--- src/pkg/standby_halt_pkg.sv ---
// Purpose: shared constants and types of the standby and halt controller
// Assumes: one 100 MHz clock, synchronous active-high reset
// Notes: pin groups travel as packed structs
package standby_halt_pkg;
    localparam logic [7:0] HALT_OPCODE = 8'h01;
    localparam logic [11:0] RESET_VECTOR = 12'h000;
    localparam int unsigned CLK_PERIOD_NS = 10;
    localparam int unsigned HOLD_TIME_US = 10;
    localparam int unsigned SETUP_TIME_MS = 10;
    localparam int unsigned HOLD_CYCLES = (HOLD_TIME_US * 1000 + CLK_PERIOD_NS - 1) / CLK_PERIOD_NS;
    localparam int unsigned SETUP_CYCLES = (SETUP_TIME_MS * 1000000 + CLK_PERIOD_NS - 1) / CLK_PERIOD_NS;

    typedef enum logic [2:0] {
        ST_RUN,
        ST_HALT,
        ST_RAM_HOLD,
        ST_ALL_HOLD,
        ST_WAKE_RAM,
        ST_WAKE_ALL
    } pd_state_t;

    // pin enables and drive of the pins that power-down or halt reshapes
    typedef struct packed {
        logic bus_oe;
        logic bus_in_en;
        logic ports_in_en;
        logic t0_oe;
        logic t0_in_en;
        logic t1_in_en;
        logic reset_in_en;
        logic step_in_en;
        logic int_in_en;
        logic ea_in_en;
        logic pullup_en;
        logic strobe_oe;
        logic strobe_hold_idle;
        logic xtal_force_high;
    } pin_ctrl_t;
endpackage

--- src/rtl/standby_halt_control.sv ---
// Purpose: standby and halt control for an 8-bit microcomputer core
// Assumes: pins synchronous to ref_clk_in; core consumes core_clk_en_out
// Notes: oscillator stop is modelled as a low clock enable to the core
// Behaviour
// - reset low then power_save_n low enters ram-hold power-down, oscillator off
// - power_save_n high then reset high restarts core at address zero
// - single_step_n low then power_save_n low enters all-state-hold power-down
// - power_save_n high then single_step_n high resumes with state intact
// - executing opcode 01h enters halt mode
// - halt keeps oscillator running but freezes internal clocks
// - halt leaves only on reset or interrupt request
// - reset release from halt restarts at address zero
// - interrupt wake with interrupts enabled runs one instruction then services
// - interrupt wake with interrupts disabled resumes sequentially, no service
// - power-down floats bus, ports, test pin zero, strobes; crystal output high
// - oscillator stopped disables control inputs and reset, step pull-ups
// - halt holds pins; reset and interrupt enabled, other control inputs (t1, step, ea) disabled
`timescale 1ns/100ps
module standby_halt_control (
    input wire logic ref_clk_in,
    input wire logic rst_in,
    input wire logic reset_n_in,
    input wire logic single_step_n_in,
    input wire logic power_save_n_in,
    input wire logic int_n_in,
    input wire logic instr_exec_in,
    input wire logic [7:0] opcode_in,
    input wire logic interrupts_enabled_state_in,
    output logic osc_run_out,
    output logic core_clk_en_out,
    output logic core_reset_out,
    output logic [11:0] restart_addr_out,
    output logic halted_out,
    output logic service_after_one_out,
    output logic int_service_block_out,
    output standby_halt_pkg::pin_ctrl_t pin_ctrl_out
);
    // ----------------------------------------------------------------
    // state
    // ----------------------------------------------------------------
    standby_halt_pkg::pd_state_t state_q, state_d;
    logic svc_q, svc_d;
    logic blk_q, blk_d;
    logic crst_q, crst_d;
    standby_halt_pkg::pin_ctrl_t pins_d;
    logic osc_d, clk_en_d, halted_d;
    logic [11:0] restart_d;

    always_comb begin
        state_d = state_q;
        svc_d = svc_q;
        blk_d = blk_q;
        crst_d = !reset_n_in;
        case (state_q)
            standby_halt_pkg::ST_RUN: begin
                if (!power_save_n_in && !reset_n_in) begin
                    state_d = standby_halt_pkg::ST_RAM_HOLD;
                end else if (!power_save_n_in && !single_step_n_in) begin
                    state_d = standby_halt_pkg::ST_ALL_HOLD;
                end else if (instr_exec_in && opcode_in == standby_halt_pkg::HALT_OPCODE) begin
                    state_d = standby_halt_pkg::ST_HALT;
                end
                // any executed instruction retires a pending wake marker
                if (instr_exec_in) begin
                    svc_d = 1'b0;
                    blk_d = 1'b0;
                end
            end
            standby_halt_pkg::ST_HALT: begin
                if (!reset_n_in) begin
                    state_d = standby_halt_pkg::ST_RUN;
                    svc_d = 1'b0;
                    blk_d = 1'b0;
                end else if (!int_n_in) begin
                    state_d = standby_halt_pkg::ST_RUN;
                    svc_d = interrupts_enabled_state_in;
                    blk_d = !interrupts_enabled_state_in;
                end
            end
            standby_halt_pkg::ST_RAM_HOLD: begin
                // inputs are dead while stopped; only power_save_n wakes it
                crst_d = 1'b1;
                if (power_save_n_in) begin
                    state_d = standby_halt_pkg::ST_WAKE_RAM;
                end
            end
            standby_halt_pkg::ST_ALL_HOLD: begin
                // reset pin is dead while stopped, so core reset keeps its value
                crst_d = crst_q;
                if (power_save_n_in) begin
                    state_d = standby_halt_pkg::ST_WAKE_ALL;
                end
            end
            standby_halt_pkg::ST_WAKE_RAM: begin
                crst_d = 1'b1;
                if (reset_n_in) begin
                    state_d = standby_halt_pkg::ST_RUN;
                    crst_d = 1'b0;
                    svc_d = 1'b0;
                    blk_d = 1'b0;
                end
            end
            standby_halt_pkg::ST_WAKE_ALL: begin
                if (single_step_n_in) begin
                    state_d = standby_halt_pkg::ST_RUN;
                end
            end
            default: state_d = standby_halt_pkg::ST_RUN;
        endcase
    end

    // ----------------------------------------------------------------
    // output next values
    // ----------------------------------------------------------------
    always_comb begin
        // oscillator stops only while parked in a power-down state
        osc_d = !(state_d inside {standby_halt_pkg::ST_RAM_HOLD,
                                  standby_halt_pkg::ST_ALL_HOLD});
        clk_en_d = (state_d == standby_halt_pkg::ST_RUN);
        halted_d = (state_d == standby_halt_pkg::ST_HALT);
        restart_d = standby_halt_pkg::RESET_VECTOR;
    end

    // ----------------------------------------------------------------
    // pin control
    // ----------------------------------------------------------------
    always_comb begin
        pins_d = '1;
        pins_d.strobe_hold_idle = 1'b0;
        pins_d.xtal_force_high = 1'b0;
        case (state_d)
            standby_halt_pkg::ST_RAM_HOLD, standby_halt_pkg::ST_ALL_HOLD: begin
                pins_d = '0;
                pins_d.xtal_force_high = 1'b1;
            end
            standby_halt_pkg::ST_WAKE_RAM, standby_halt_pkg::ST_WAKE_ALL: begin
                // oscillator is back, control inputs and pull-ups live again, bus, port and t0 inputs still off, pins still floated
                pins_d = '0;
                pins_d.reset_in_en = 1'b1;
                pins_d.step_in_en = 1'b1;
                pins_d.int_in_en = 1'b1;
                pins_d.ea_in_en = 1'b1;
                pins_d.t1_in_en = 1'b1;
                pins_d.pullup_en = 1'b1;
            end
            standby_halt_pkg::ST_HALT: begin
                pins_d.t1_in_en = 1'b0;
                pins_d.step_in_en = 1'b0;
                pins_d.ea_in_en = 1'b0;
                pins_d.strobe_hold_idle = 1'b1;
            end
            default: ;
        endcase
    end

    always_ff @(posedge ref_clk_in) begin
        if (rst_in) begin
            state_q <= standby_halt_pkg::ST_RUN;
            svc_q <= 1'b0;
            blk_q <= 1'b0;
            crst_q <= 1'b1;
            osc_run_out <= 1'b1;
            core_clk_en_out <= 1'b0;
            halted_out <= 1'b0;
            pin_ctrl_out <= '0;
            restart_addr_out <= standby_halt_pkg::RESET_VECTOR;
        end else begin
            state_q <= state_d;
            svc_q <= svc_d;
            blk_q <= blk_d;
            crst_q <= crst_d;
            osc_run_out <= osc_d;
            core_clk_en_out <= clk_en_d;
            halted_out <= halted_d;
            pin_ctrl_out <= pins_d;
            restart_addr_out <= restart_d;
        end
    end

    assign core_reset_out = crst_q;
    assign service_after_one_out = svc_q;
    assign int_service_block_out = blk_q;

    // ----------------------------------------------------------------
    // checks
    // ----------------------------------------------------------------
    a_halt_entry: assert property (@(posedge ref_clk_in) disable iff (rst_in)
        state_q == standby_halt_pkg::ST_RUN && reset_n_in && power_save_n_in && instr_exec_in
        && opcode_in == standby_halt_pkg::HALT_OPCODE |=> halted_out && !core_clk_en_out)
        else $error("halt opcode did not halt");
    a_halt_osc_runs: assert property (@(posedge ref_clk_in) disable iff (rst_in)
        halted_out |-> osc_run_out && !core_clk_en_out)
        else $error("halt stopped oscillator or left clocks on");
    a_halt_stays: assert property (@(posedge ref_clk_in) disable iff (rst_in)
        state_q == standby_halt_pkg::ST_HALT && reset_n_in && int_n_in |=> halted_out)
        else $error("halt released without cause");
    a_int_service: assert property (@(posedge ref_clk_in) disable iff (rst_in)
        state_q == standby_halt_pkg::ST_HALT && reset_n_in && !int_n_in
        |=> core_clk_en_out && service_after_one_out == $past(interrupts_enabled_state_in))
        else $error("interrupt wake wrong");
    a_di_wake: assert property (@(posedge ref_clk_in) disable iff (rst_in)
        state_q == standby_halt_pkg::ST_HALT && reset_n_in && !int_n_in
        && !interrupts_enabled_state_in |=> int_service_block_out && !service_after_one_out)
        else $error("disabled interrupt wake wrong");
    a_halt_reset: assert property (@(posedge ref_clk_in) disable iff (rst_in)
        state_q == standby_halt_pkg::ST_HALT && !reset_n_in
        |=> !halted_out && core_reset_out && restart_addr_out == standby_halt_pkg::RESET_VECTOR)
        else $error("reset did not release halt");
    a_ram_entry: assert property (@(posedge ref_clk_in) disable iff (rst_in)
        state_q == standby_halt_pkg::ST_RUN && !reset_n_in && !power_save_n_in
        |=> !osc_run_out && pin_ctrl_out.xtal_force_high && !pin_ctrl_out.bus_oe)
        else $error("ram hold entry wrong");
    a_all_entry: assert property (@(posedge ref_clk_in) disable iff (rst_in)
        state_q == standby_halt_pkg::ST_RUN && reset_n_in && !single_step_n_in
        && !power_save_n_in |=> !osc_run_out && !core_reset_out)
        else $error("all hold entry wrong");
    a_all_resume: assert property (@(posedge ref_clk_in) disable iff (rst_in)
        state_q == standby_halt_pkg::ST_WAKE_ALL && single_step_n_in && reset_n_in
        |=> core_clk_en_out && !core_reset_out)
        else $error("all-state wake did not resume");
    a_stop_inputs: assert property (@(posedge ref_clk_in) disable iff (rst_in)
        !osc_run_out |-> !pin_ctrl_out.reset_in_en && !pin_ctrl_out.pullup_en
        && !pin_ctrl_out.int_in_en && !core_clk_en_out)
        else $error("inputs live while stopped");
    a_halt_pins: assert property (@(posedge ref_clk_in) disable iff (rst_in)
        halted_out |-> pin_ctrl_out.int_in_en && pin_ctrl_out.reset_in_en
        && !pin_ctrl_out.step_in_en && pin_ctrl_out.bus_oe)
        else $error("halt pin status wrong");
    a_ram_restart: assert property (@(posedge ref_clk_in) disable iff (rst_in)
        state_q == standby_halt_pkg::ST_WAKE_RAM && !reset_n_in |=> core_reset_out)
        else $error("ram wake skipped reset");
endmodule

--- config.mk ---
export PLATFORM = sky130hd
export DESIGN_NAME = standby_halt_control
export DESIGN_NICKNAME = d
export VERILOG_FILES = /design/src/pkg/standby_halt_pkg.sv /design/src/rtl/standby_halt_control.sv
export SDC_FILE = /design/constraint.sdc
export NUM_CORES = 1
export LEC_CHECK = 0
export ABC_AREA = 1
export ABC_CLOCK_PERIOD_IN_PS = 1800
export BUFFER_PORTS_ARGS = -buffer_cell sky130_fd_sc_hd__buf_2
export CORE_MARGIN = 1
export CORE_UTILIZATION = 23
export CTS_BUF_LIST = sky130_fd_sc_hd__clkbuf_4 sky130_fd_sc_hd__clkbuf_8 sky130_fd_sc_hd__clkbuf_16
export DETAILED_ROUTE_END_ITERATION = 8
export GPL_TIMING_DRIVEN = 0
export MAX_ROUTING_LAYER = met4
export PLACE_DENSITY = 0.47
export RECOVER_POWER = 100
export SLEW_MARGIN = 20
export SYNTH_ARGS = -nofsm -noshare
export SYNTH_HDL_FRONTEND = slang
export SYNTH_SLANG_ARGS = --single-unit
--- constraint.sdc ---
create_clock -name ref_clk_in -period 1.8 [get_ports ref_clk_in]
set_input_delay 0.36 -clock ref_clk_in [delete_from_list [all_inputs] [get_ports ref_clk_in]]
set_output_delay 0.36 -clock ref_clk_in [all_outputs]
set_load 0.01 [all_outputs]
# Word-level counts from Yosys, hierarchy flattened
# Index checks and enable logic that the tools add are counted.
[classes] add_sub_neg=0 n_mul=0 n_div=0 order_cmp=0 n_eq_ne=14 shift=0 mux=26 n_bitwise=0 reduce_logical=17
[op_table] op="2-to-1 mux 3 bit" n=9
[op_table] op="one-hot mux 3 bit (6 select lines)" n=1
[op_table] op="== test 3 x 2 -> 1 bit (second input constant)" n=4
[op_table] op="== test 3 bit (second input constant)" n=4
[op_table] op="2-to-1 mux 1 bit" n=11
[op_table] op="one-hot mux 1 bit (3 select lines)" n=3
[op_table] op="== test 8 x 1 -> 1 bit (second input constant)" n=1
[op_table] op="== test 3 x 1 -> 1 bit (second input constant)" n=2
[op_table] op="logical NOT 3 bit" n=2
[op_table] op="logical NOT 1 bit" n=5
[op_table] op="2-to-1 mux 5 bit" n=1
[op_table] op="!= test 2 bit (second input constant)" n=2
[op_table] op="one-hot mux 2 bit (2 select lines)" n=1
[op_table] op="AND reduction 4 bit" n=1
[op_table] op="OR reduction 2 bit" n=2
[op_table] op="OR reduction 4 bit" n=1
[op_table] op="logical AND 1 bit" n=3
[op_table] op="!= test 3 bit (second input constant)" n=1
[op_table] op="nonzero test 3 bit" n=1
[op_table] op="OR reduction 3 bit" n=1
[op_table] op="nonzero test 2 bit" n=1
[word_totals] ff_bits=20 latchBits=0 ram_bits=0 rom_bits=0 output_inout_bits=32 wordCells=75 mem_count=0

# Depth between registers and ports, before layout
# Gate-level depths: netlist of run 1.
[logic_depth] word_depth=9 mapped_depth=12 ltp_nobuf=12

# Worst setup path after synthesis of run 1
# OpenSTA, ideal clock, no wires.
[synth_timing] path_kind="input port to flip-flop" start="input opcode_in[1]" end="register pin_ctrl_out[0] (netlist bit)" setup_ns=0.129 t_arrival_ns=1.164 required_time_ns=1.671 setup_slack_ns=0.506 path_stages=11 cell_sequence="inv_1 -> nand2_1 -> nor2_1 -> nand3_1 -> nand2_1 -> nand2_1 -> nand2_2 -> nand2_1 -> ha_1 -> nor2_1 -> nor2_1"
[synth_lines] item="start: declaration" line="standby_halt_control.sv:27" source="input wire logic [7:0] opcode_in,"
[synth_lines] item="end signal: assignment" line="standby_halt_control.sv:175" source="pin_ctrl_out <= pins_d;"
[synth_lines] item="end: declaration" line="standby_halt_control.sv:36" source="output standby_halt_pkg::pin_ctrl_t pin_ctrl_out"

# Final worst setup path of run 1
[layout_timing] start="register state_q[1]" end="register osc_run_out"
[layout_via] elab_chain_cells=7 elab_cells_between_ends=20
[layout_lines] item="start: declaration" line="standby_halt_control.sv:41" source="standby_halt_pkg::pd_state_t state_q, state_d;"
[layout_lines] item="start signal: assignment" line="standby_halt_control.sv:158" source="state_q <= standby_halt_pkg::ST_RUN;"
[layout_lines] item="start signal: assignment" line="standby_halt_control.sv:168" source="state_q <= state_d;"
[layout_lines] item="2-to-1 mux 3 bit" line="standby_halt_control.sv:60" source="end else if (instr_exec_in && opcode_in == standby_halt_pkg::HALT_OPCODE) begin"
[layout_lines] item="2-to-1 mux 3 bit" line="standby_halt_control.sv:58" source="end else if (!power_save_n_in && !single_step_n_in) begin"
[layout_lines] item="2-to-1 mux 3 bit" line="standby_halt_control.sv:56" source="if (!power_save_n_in && !reset_n_in) begin"
[layout_lines] item="one-hot mux 3 bit (6 select lines) *" line="standby_halt_control.sv:54" source="case (state_q)"
[layout_lines] item="== test 3 x 2 -> 1 bit" line="standby_halt_control.sv:117" source="osc_d = !(state_d inside {standby_halt_pkg::ST_RAM_HOLD,"
[layout_lines] item="nonzero test 2 bit *" line="standby_halt_control.sv:117"
[layout_lines] item="logical NOT 1 bit *" line="standby_halt_control.sv:117"
[layout_lines] item="end signal: assignment" line="standby_halt_control.sv:172" source="osc_run_out <= osc_d;"
[layout_lines] item="end: declaration" line="standby_halt_control.sv:29" source="output logic osc_run_out,"
# Every way passes the cells marked *; elsewhere a longest branch is shown, timed or not.
# A chain may end at the register's enable or synchronous reset.

==> results of run 1 <==
## critical path, delay by kind of cell, from the launching register on
kind,cells,cell delay (ns)
buffers and inverters,1,0.05
adder cells (fa/ha/maj),1,0.20
flip-flops,1,0.43
AND/OR/NAND/NOR,6,0.66
## routing by layer
layer | vias to the layer above | wire (µm)
li1 | 402 | -
met1 | 320 | 691
met2 | 25 | 733
met3 | 2 | 85
met4 | 0 | 19
met5 | - | 0
## layout by cell type, fill, tap and decap left out, types with 5 or more instances in the layout
master / n
sky130_fd_sc_hd__nand2_1: 16
sky130_fd_sc_hd__buf_2: 19
sky130_fd_sc_hd__clkbuf_4: 8
sky130_fd_sc_hd__inv_1: 17
sky130_fd_sc_hd__buf_4: 17
sky130_fd_sc_hd__clkbuf_1: 16
sky130_fd_sc_hd__dfxtp_1: 13
sky130_fd_sc_hd__conb_1: 12
sky130_fd_sc_hd__nand3_1: 5
sky130_fd_sc_hd__nor2_1: 21
## path summary, 6_finish.rpt
path                                from                                  to  slack (ns)  depth (start not counted)
max                state_q[1]$_SDFF_PP0_              osc_run_out$_SDFF_PP1_        0.36                          8
max reg2reg        state_q[1]$_SDFF_PP0_              osc_run_out$_SDFF_PP1_        0.36                          8
min reg2reg  core_reset_out$_SDFFE_PP1N_         core_reset_out$_SDFFE_PP1N_        0.49                          2
min          interrupts_enabled_state_in  int_service_block_out$_SDFFE_PP0P_        0.38                          4
## power groups by stage
stage | registers [mW] | clock network [mW] | logic (mW)
4_1_cts | 0.364 | 0.184 | 0.402
5_1_grt | 0.368 | 0.196 | 0.422
2_1_floorplan | 0.386 | 0 | 0.261
3_5_place_dp | 0.370 | 0 | 0.401
6_report | 0.362 | 0.177 | 0.372
3_3_place_gp | 0.370 | 0 | 0.397
## through the flow
step	power, mW	util, %	hold slack [ns]	instances
CTS	0.950	34.3	0.380	204
global placement	0.767	33.4	0.470	200
finish	0.911	33.2	0.376	204
global route	0.986	33.2	0.405	204
floorplan	0.647	-	0.517	122
detailed placement	0.771	33.4	0.474	200
## sequential cells by signal, indices dropped and copies added, names as in the netlist
name / cells
service_after_one_out: 1
core_reset_out: 1
core_clk_en_out: 1
pin_ctrl_out: 4
state_q: 3
halted_out: 1
osc_run_out: 1
int_service_block_out: 1
## cells by family after synthesis
logic type	count (synthesis)
AO/OA/AOI/OAI	9
adder cells (fa/ha/maj)	1
buffers and inverters	40
flip-flops	13
other	1
AND/OR/NAND/NOR	47
## cell type report
class,instances,area share (%)
Clock inverter,1,0.474
Sequential cell,13,24.7
Buffer,23,16.0
Inverter,17,6.05
Multi-Input combinational cell,69,31.1
Tap cell,44,5.22
Timing Repair Buffer,34,14.4
Clock buffer,3,2.14
## synth_stat cells (all sizes together)
master	count
a21oi	3
buf	22
inv	17
conb	1
nand4	3
clkbuf	1
o22ai	1
o21ai	5
nand2	17
ha	1
nand3	5
dfxtp	13
nor2	22
==> impl_results.rst, run 1 <==
.. list-table::
   :header-rows: 1

   * - Metric
     - Value
   * - Crit. End Element
     - flop
   * - TritonRoute pass-1 iters
     - 4
   * - Combinational power share
     - around two fifths
   * - Post-layout min period
     - about 1.4 ns
   * - Total number of H-tree levels
     - 1
   * - Adder-cell area share of the yosys netlist
     - ~1.6%
   * - Hold WC Path Type
     - primary input to flop
   * - Critical setup path kind
     - flop to flop
   * - Crit-path max cell delay
     - between 0.4 and 0.5 ns
   * - Met2 Resource Use GR
     - 15.2%
   * - Area taken by flip-flops and latches
     - around 260 µm²
   * - Number of rows created at floorplan
     - 20
   * - Fraction of layout cells with a size suffix above 1
     - 32.5%
   * - Netlist Area Pre-Place
     - 796 µm²
   * - Max FO, Critical Path
     - 6
   * - Count of vias placed by the detailed router
     - 749
   * - Post-route clock skew
     - around 0.0063 ns
   * - Clock Pin Slew Worst Setup and Hold Paths
     - approximately 0.080 ns
   * - Overflow left after global routing
     - 0
   * - Worst-case clock buffer depth
     - 2
   * - Tot GR Track Use
     - about a tenth
   * - Areal power density over the cells
     - 864 nW/µm²
   * - Final worst setup slack
     - about 0.36 ns
   * - Layout overhead on the synthesized area
     - 32.5%
   * - Total Wirelength
     - ~1.5 mm
   * - Setup repair after global routing missed its margin
     - no
   * - Vias in the first global route
     - 650
   * - Fraction of synthesized cell area taken by the top area cell type
     - between 30% and 40%
   * - Area occupied by multi-input gates
     - 328 µm²
   * - Cell-internal power
     - approximately 590 µW
   * - Clock Latency Late Sink
     - 0.27 ns
   * - Met1 usage in global routing
     - 11.3%
   * - Leakage power
     - a little over 0.6 nW
   * - Fin. max-slew vios
     - 0
   * - Filler Cell Count
     - 375
   * - Outcome
     - complete, no violations
   * - Root Buffer Master
     - sky130_fd_sc_hd__clkbuf_4
   * - Flop pwr share
     - 39.8%
   * - ANT cells
     - 0
   * - Final-stage net count
     - 178
   * - Worst VDD drop
     - around 420 µV
   * - #FFs+latches synth
     - 13
   * - Post-DR wirelength/cell
     - ~7.5 µm
   * - Cell area after placement
     - about 1100 µm²
   * - Global-route wire length before repair
     - roughly 2.5 mm
   * - Port bufs
     - 34
   * - Mean area per synthesized cell
     - ~7.2 µm²
   * - Peak Freq
     - between 600 and 700 MHz
   * - Switching share of power
     - between 30 and 40%
   * - Die area
     - ~3700 µm²
   * - Basic-gate share of the synthesized area counting and, or, nand and nor cells
     - roughly 28%
   * - Relative contribution of the clock network to total power
     - roughly a fifth
   * - Type of element launching the critical path
     - flop
   * - Number of buffers created by CTS
     - 3
   * - Antenna violations before repair
     - 0
   * - Routing usage on met3
     - between 2 and 3%
   * - Die boundary width
     - around 61 µm
   * - Xor/xnor share of the synthesized area
     - 0%
   * - Dominant cell type by area after synthesis
     - sky130_fd_sc_hd__dfxtp_1
   * - Routed vias/inst
     - about 3.7
   * - Worst setup timing slack at the placement stage
     - around 0.27 ns
   * - Combinational family with the most area after synthesis
     - buffers and inverters
   * - Height of the die
     - slightly above 60 µm
   * - Yosys warnings
     - 0
   * - Initial core utilization
     - around a quarter
   * - Share of synthesized area occupied by flip-flops and latches
     - about a third
   * - Post-DRT Antenna Nets
     - 0
   * - Layout Cell Area excl Fill
     - about 1100 µm²
   * - GR peak layer
     - met2
   * - Multiplexer share of the synthesized area
     - 0%
   * - HPWL after detailed placement
     - 1.33 mm
   * - Synth cell types
     - 19
   * - Hold bufs inserted after CTS
     - 0
   * - Number of failing setup endpoints in the final timing report
     - 0
   * - Compound-cell area share of the yosys netlist
     - ~7.7%
   * - Total count of hold-check failures in the final report
     - 0
   * - Core region area
     - roughly 3200 µm²
   * - Worst Path Required
     - slightly below 2 ns
   * - Count of maximum capacitance violations
     - 0
   * - Standard cell with the maximum stage delay on the critical path
     - sky130_fd_sc_hd__dfxtp_1
   * - Leading post-synthesis cells by cell area
     - sky130_fd_sc_hd__dfxtp_1, sky130_fd_sc_hd__buf_4, sky130_fd_sc_hd__nor2_1
   * - # clock sinks
     - 13
   * - Number of DRC markers after the initial detailed-route iteration
     - 16
   * - Arrival time of data at the critical path endpoint
     - ~1.6 ns
   * - Cells after synthesis
     - ~110
   * - Setup tns final
     - 0 ns
   * - Crit path cell chain
     - nor2_1 -> nand2_1 -> nand2_1 -> nor2_1 -> ha_1 -> nor2_1 -> nor2_1 -> inv_1
   * - Clock tree from TritonCTS
     - done
   * - RD Place Congestion
     - 0.728
   * - Number of placed I/O pins
     - 48
   * - Setup Fix Bufs, Post-CTS
     - 0
   * - Library cell appearing most often on the critical path
     - sky130_fd_sc_hd__nor2_1
   * - Pin count of the biggest net entering global routing
     - 9
   * - Remaining routing DRC violations
     - 0
   * - Switching component of the power
     - 323 µW
   * - CTS resizes
     - 0
   * - Period Utilization, post-route
     - between 70% and 80%
Power figures use the tool's default switching activity.
==> inputs of run 2 (changes only) <==
ABC_CLOCK_PERIOD_IN_PS = 1200   (was 1800)
PLACE_DENSITY = 0.49   (was 0.47)
clock period = 1.2 ns   (was 1.8 ns; I/O delays follow)
==> impl_results.rst, run 2 (synthesis results as in run 1) <==
.. list-table::
   :header-rows: 1

   * - Metric
     - Value
   * - Outcome
     - finished, violations left
   * - Violations in the final reports
     - negative setup slack
   * - Number of failing setup endpoints in the final timing report
     - 3
   * - Total Wirelength
     - around 1.9 mm
   * - TritonRoute pass-1 iters
     - 2
   * - Port bufs
     - 34
   * - Leakage power
     - around 0.7 nW
   * - Number of flip-flops in the largest register
     - 4
   * - Initial core utilization
     - about a quarter
   * - Number of DRC markers after the initial detailed-route iteration
     - 12
   * - Type of element launching the critical path
     - flop
   * - Detailed-routed wire length on met3
     - about 84 µm
   * - Remaining routing DRC violations
     - 0
   * - Placed insts
     - 200
   * - Start point of the critical path
     - state_q[1]$_SDFF_PP0_
   * - Post-route clock skew
     - approximately 0.0041 ns
   * - Count of maximum capacitance violations
     - 0
   * - Max FO, Critical Path
     - 6
   * - Worst flop-to-flop path endpoint
     - int_service_block_out$_SDFFE_PP0P_
   * - Die boundary width
     - approximately 61 µm
   * - Highest routing layer actually used
     - met3
   * - Worst setup timing slack at the placement stage
     - -0.187 ns
   * - ANT cells
     - 0
   * - Worst Hold Slack
     - approximately 0.26 ns
   * - Worst-case clock buffer depth
     - 2
   * - Setup tns final
     - -0.0575 ns
   * - Pin count of the biggest net entering global routing
     - 9
   * - Number of buffers created by CTS
     - 3
   * - Die area
     - roughly 3700 µm²
   * - Final Power
     - roughly 1.6 mW
   * - Clock Latency Late Sink
     - around 0.27 ns
   * - Critical setup path kind
     - flop to flop
   * - Setup repair after global routing missed its margin
     - yes
   * - Worst VDD drop
     - between 300 and 400 µV
   * - Fin. max-slew vios
     - 0
   * - Termination of the worst setup path
     - int_service_block_out$_SDFFE_PP0P_
   * - Final-stage net count
     - about 180
   * - Arrival time of data at the critical path endpoint
     - between 1 and 1.5 ns
   * - Antenna violations before repair
     - 0
   * - Layout Cell Area excl Fill
     - around 1300 µm²
   * - Setup slack, reg-to-reg
     - -0.03 ns
   * - Routed vias/inst
     - roughly 3.8
   * - Peak Freq
     - around 800 MHz
   * - Total number of H-tree levels
     - 1
   * - Registers with the most flip-flops
     - pin_ctrl_out (4), state_q (3)
   * - Met1 Wirelength
     - 698 µm
   * - RD Place Congestion
     - 0.800
   * - Areal power density over the cells
     - ~1300 nW/µm²
   * - Startpoint of the most critical register-to-register path
     - state_q[1]$_SDFF_PP0_
   * - Filler Cell Count
     - 336
   * - Worst Path Required
     - ~1.4 ns
   * - Total count of hold-check failures in the final report
     - 0
   * - Count of placed standard cells in the final layout, fillers left out
     - 210
   * - Overflow left after global routing
     - 0
   * - Core region area
     - ~3200 µm²
   * - Period Utilization, post-route
     - 102%
   * - Register containing the most flip-flops in the final layout
     - pin_ctrl_out
   * - Most frequent cells in the layout
     - sky130_fd_sc_hd__buf_2, sky130_fd_sc_hd__buf_4, sky130_fd_sc_hd__inv_1, sky130_fd_sc_hd__nor2_1, sky130_fd_sc_hd__conb_1
   * - Hold bufs inserted after CTS
     - 0
   * - Area taken by flip-flops and latches
     - roughly 270 µm²
   * - Hold WC Path Type
     - primary input to flop
   * - Height of the die
     - 60.8 µm
   * - Root Buffer Master
     - sky130_fd_sc_hd__clkbuf_4
   * - Finished Core Util
     - around two fifths
   * - Tot GR Track Use
     - a little over a tenth
   * - Post-DRT Antenna Nets
     - 0
   * - Number of rows created at floorplan
     - 20
   * - Met2 wirelength from detailed routing
     - between 1 and 1.5 mm
   * - Number of placed I/O pins
     - between 40 and 50
   * - Worst reg2reg path depth
     - 7
   * - Clock Pin Slew Worst Setup and Hold Paths
     - ~0.08 ns
   * - Final worst setup slack
     - -0.0299 ns
   * - Count of vias placed by the detailed router
     - 788
   * - Vias in the first global route
     - between 600 and 700
   * - HPWL after detailed placement
     - between 1 and 1.5 mm
   * - Post-layout min period
     - ~1.2 ns
   * - Post-DR wirelength/cell
     - around 8.9 µm
   * - # clock sinks
     - 13
   * - Crit. End Element
     - flop
   * - Cell area after placement
     - between 1000 and 1500 µm²
   * - Fraction of layout cells with a size suffix above 1
     - 61.4%
   * - Area occupied by multi-input gates
     - between 400 and 500 µm²
   * - Layout overhead on the synthesized area
     - 61.0%
   * - Global-route wire length before repair
     - about 2.7 mm
   * - Commonest non-fill, non-tap cell in the layout
     - sky130_fd_sc_hd__buf_2
   * - Clock tree from TritonCTS
     - done
-- run 2: cell count changes in the layout (fill, tap and decap cells not counted), sizes merged --
cell | before | now
clkinv | 1 | 0
clkbuf | 24 | 5
buf | 36 | 62
-- run 2: power by group --
part,switching (mW),internal (mW)
Sequential,0.0622,0.503
Combinational,0.382,0.392
Clock,0.138,0.151
Total,0.582,1.05
-- run 2: worst min-delay path by stage --
stage	from	depth (start not counted)	end	slack, ns
after floorplan	interrupts_enabled_state_in	3	int_service_block_out$_SDFFE_PP0P_	0.42
after global placement	int_service_block_out$_SDFFE_PP0P_	2	int_service_block_out$_SDFFE_PP0P_	0.49
after detailed placement	int_service_block_out$_SDFFE_PP0P_	2	int_service_block_out$_SDFFE_PP0P_	0.50
after CTS	interrupts_enabled_state_in	4	int_service_block_out$_SDFFE_PP0P_	0.26
after global routing	interrupts_enabled_state_in	4	int_service_block_out$_SDFFE_PP0P_	0.27
final	interrupts_enabled_state_in	4	int_service_block_out$_SDFFE_PP0P_	0.26
-- run 2: cell type report --
class | count | area share, %
buffer | 23 | 13.2
clock buffer | 4 | 2.34
inverter | 17 | 5.37
multi-input combinational | 69 | 35.8
sequential | 13 | 21.3
tap | 44 | 4.30
timing repair buffer | 40 | 17.7
-- run 2: timing repair --
item | 4_1_cts | 5_1_grt
pin swaps | 7 | 16
gates resized for setup | 13 | 26
endpoints found under the setup margin | 4 | 15
setup buffers | 5 | 2
-- run 2: critical path: stages, from the launching register on --
cell and delay (ns):
sky130_fd_sc_hd__dfxtp_4 0.39, sky130_fd_sc_hd__nor2_4 0.13, sky130_fd_sc_hd__nand2_2 0.09, sky130_fd_sc_hd__buf_6 0.13
sky130_fd_sc_hd__o21ai_4 0.15, sky130_fd_sc_hd__nor2_4 0.06, sky130_fd_sc_hd__o21ai_1 0.12, sky130_fd_sc_hd__nor2_1 0.05
-- run 2: per-layer routing --
metal  GRT usage (%)  up-vias
met5               -        -
met4            1.95        0
met3            3.84        0
met2            20.9       19
met1            9.13      356
li1                -      413
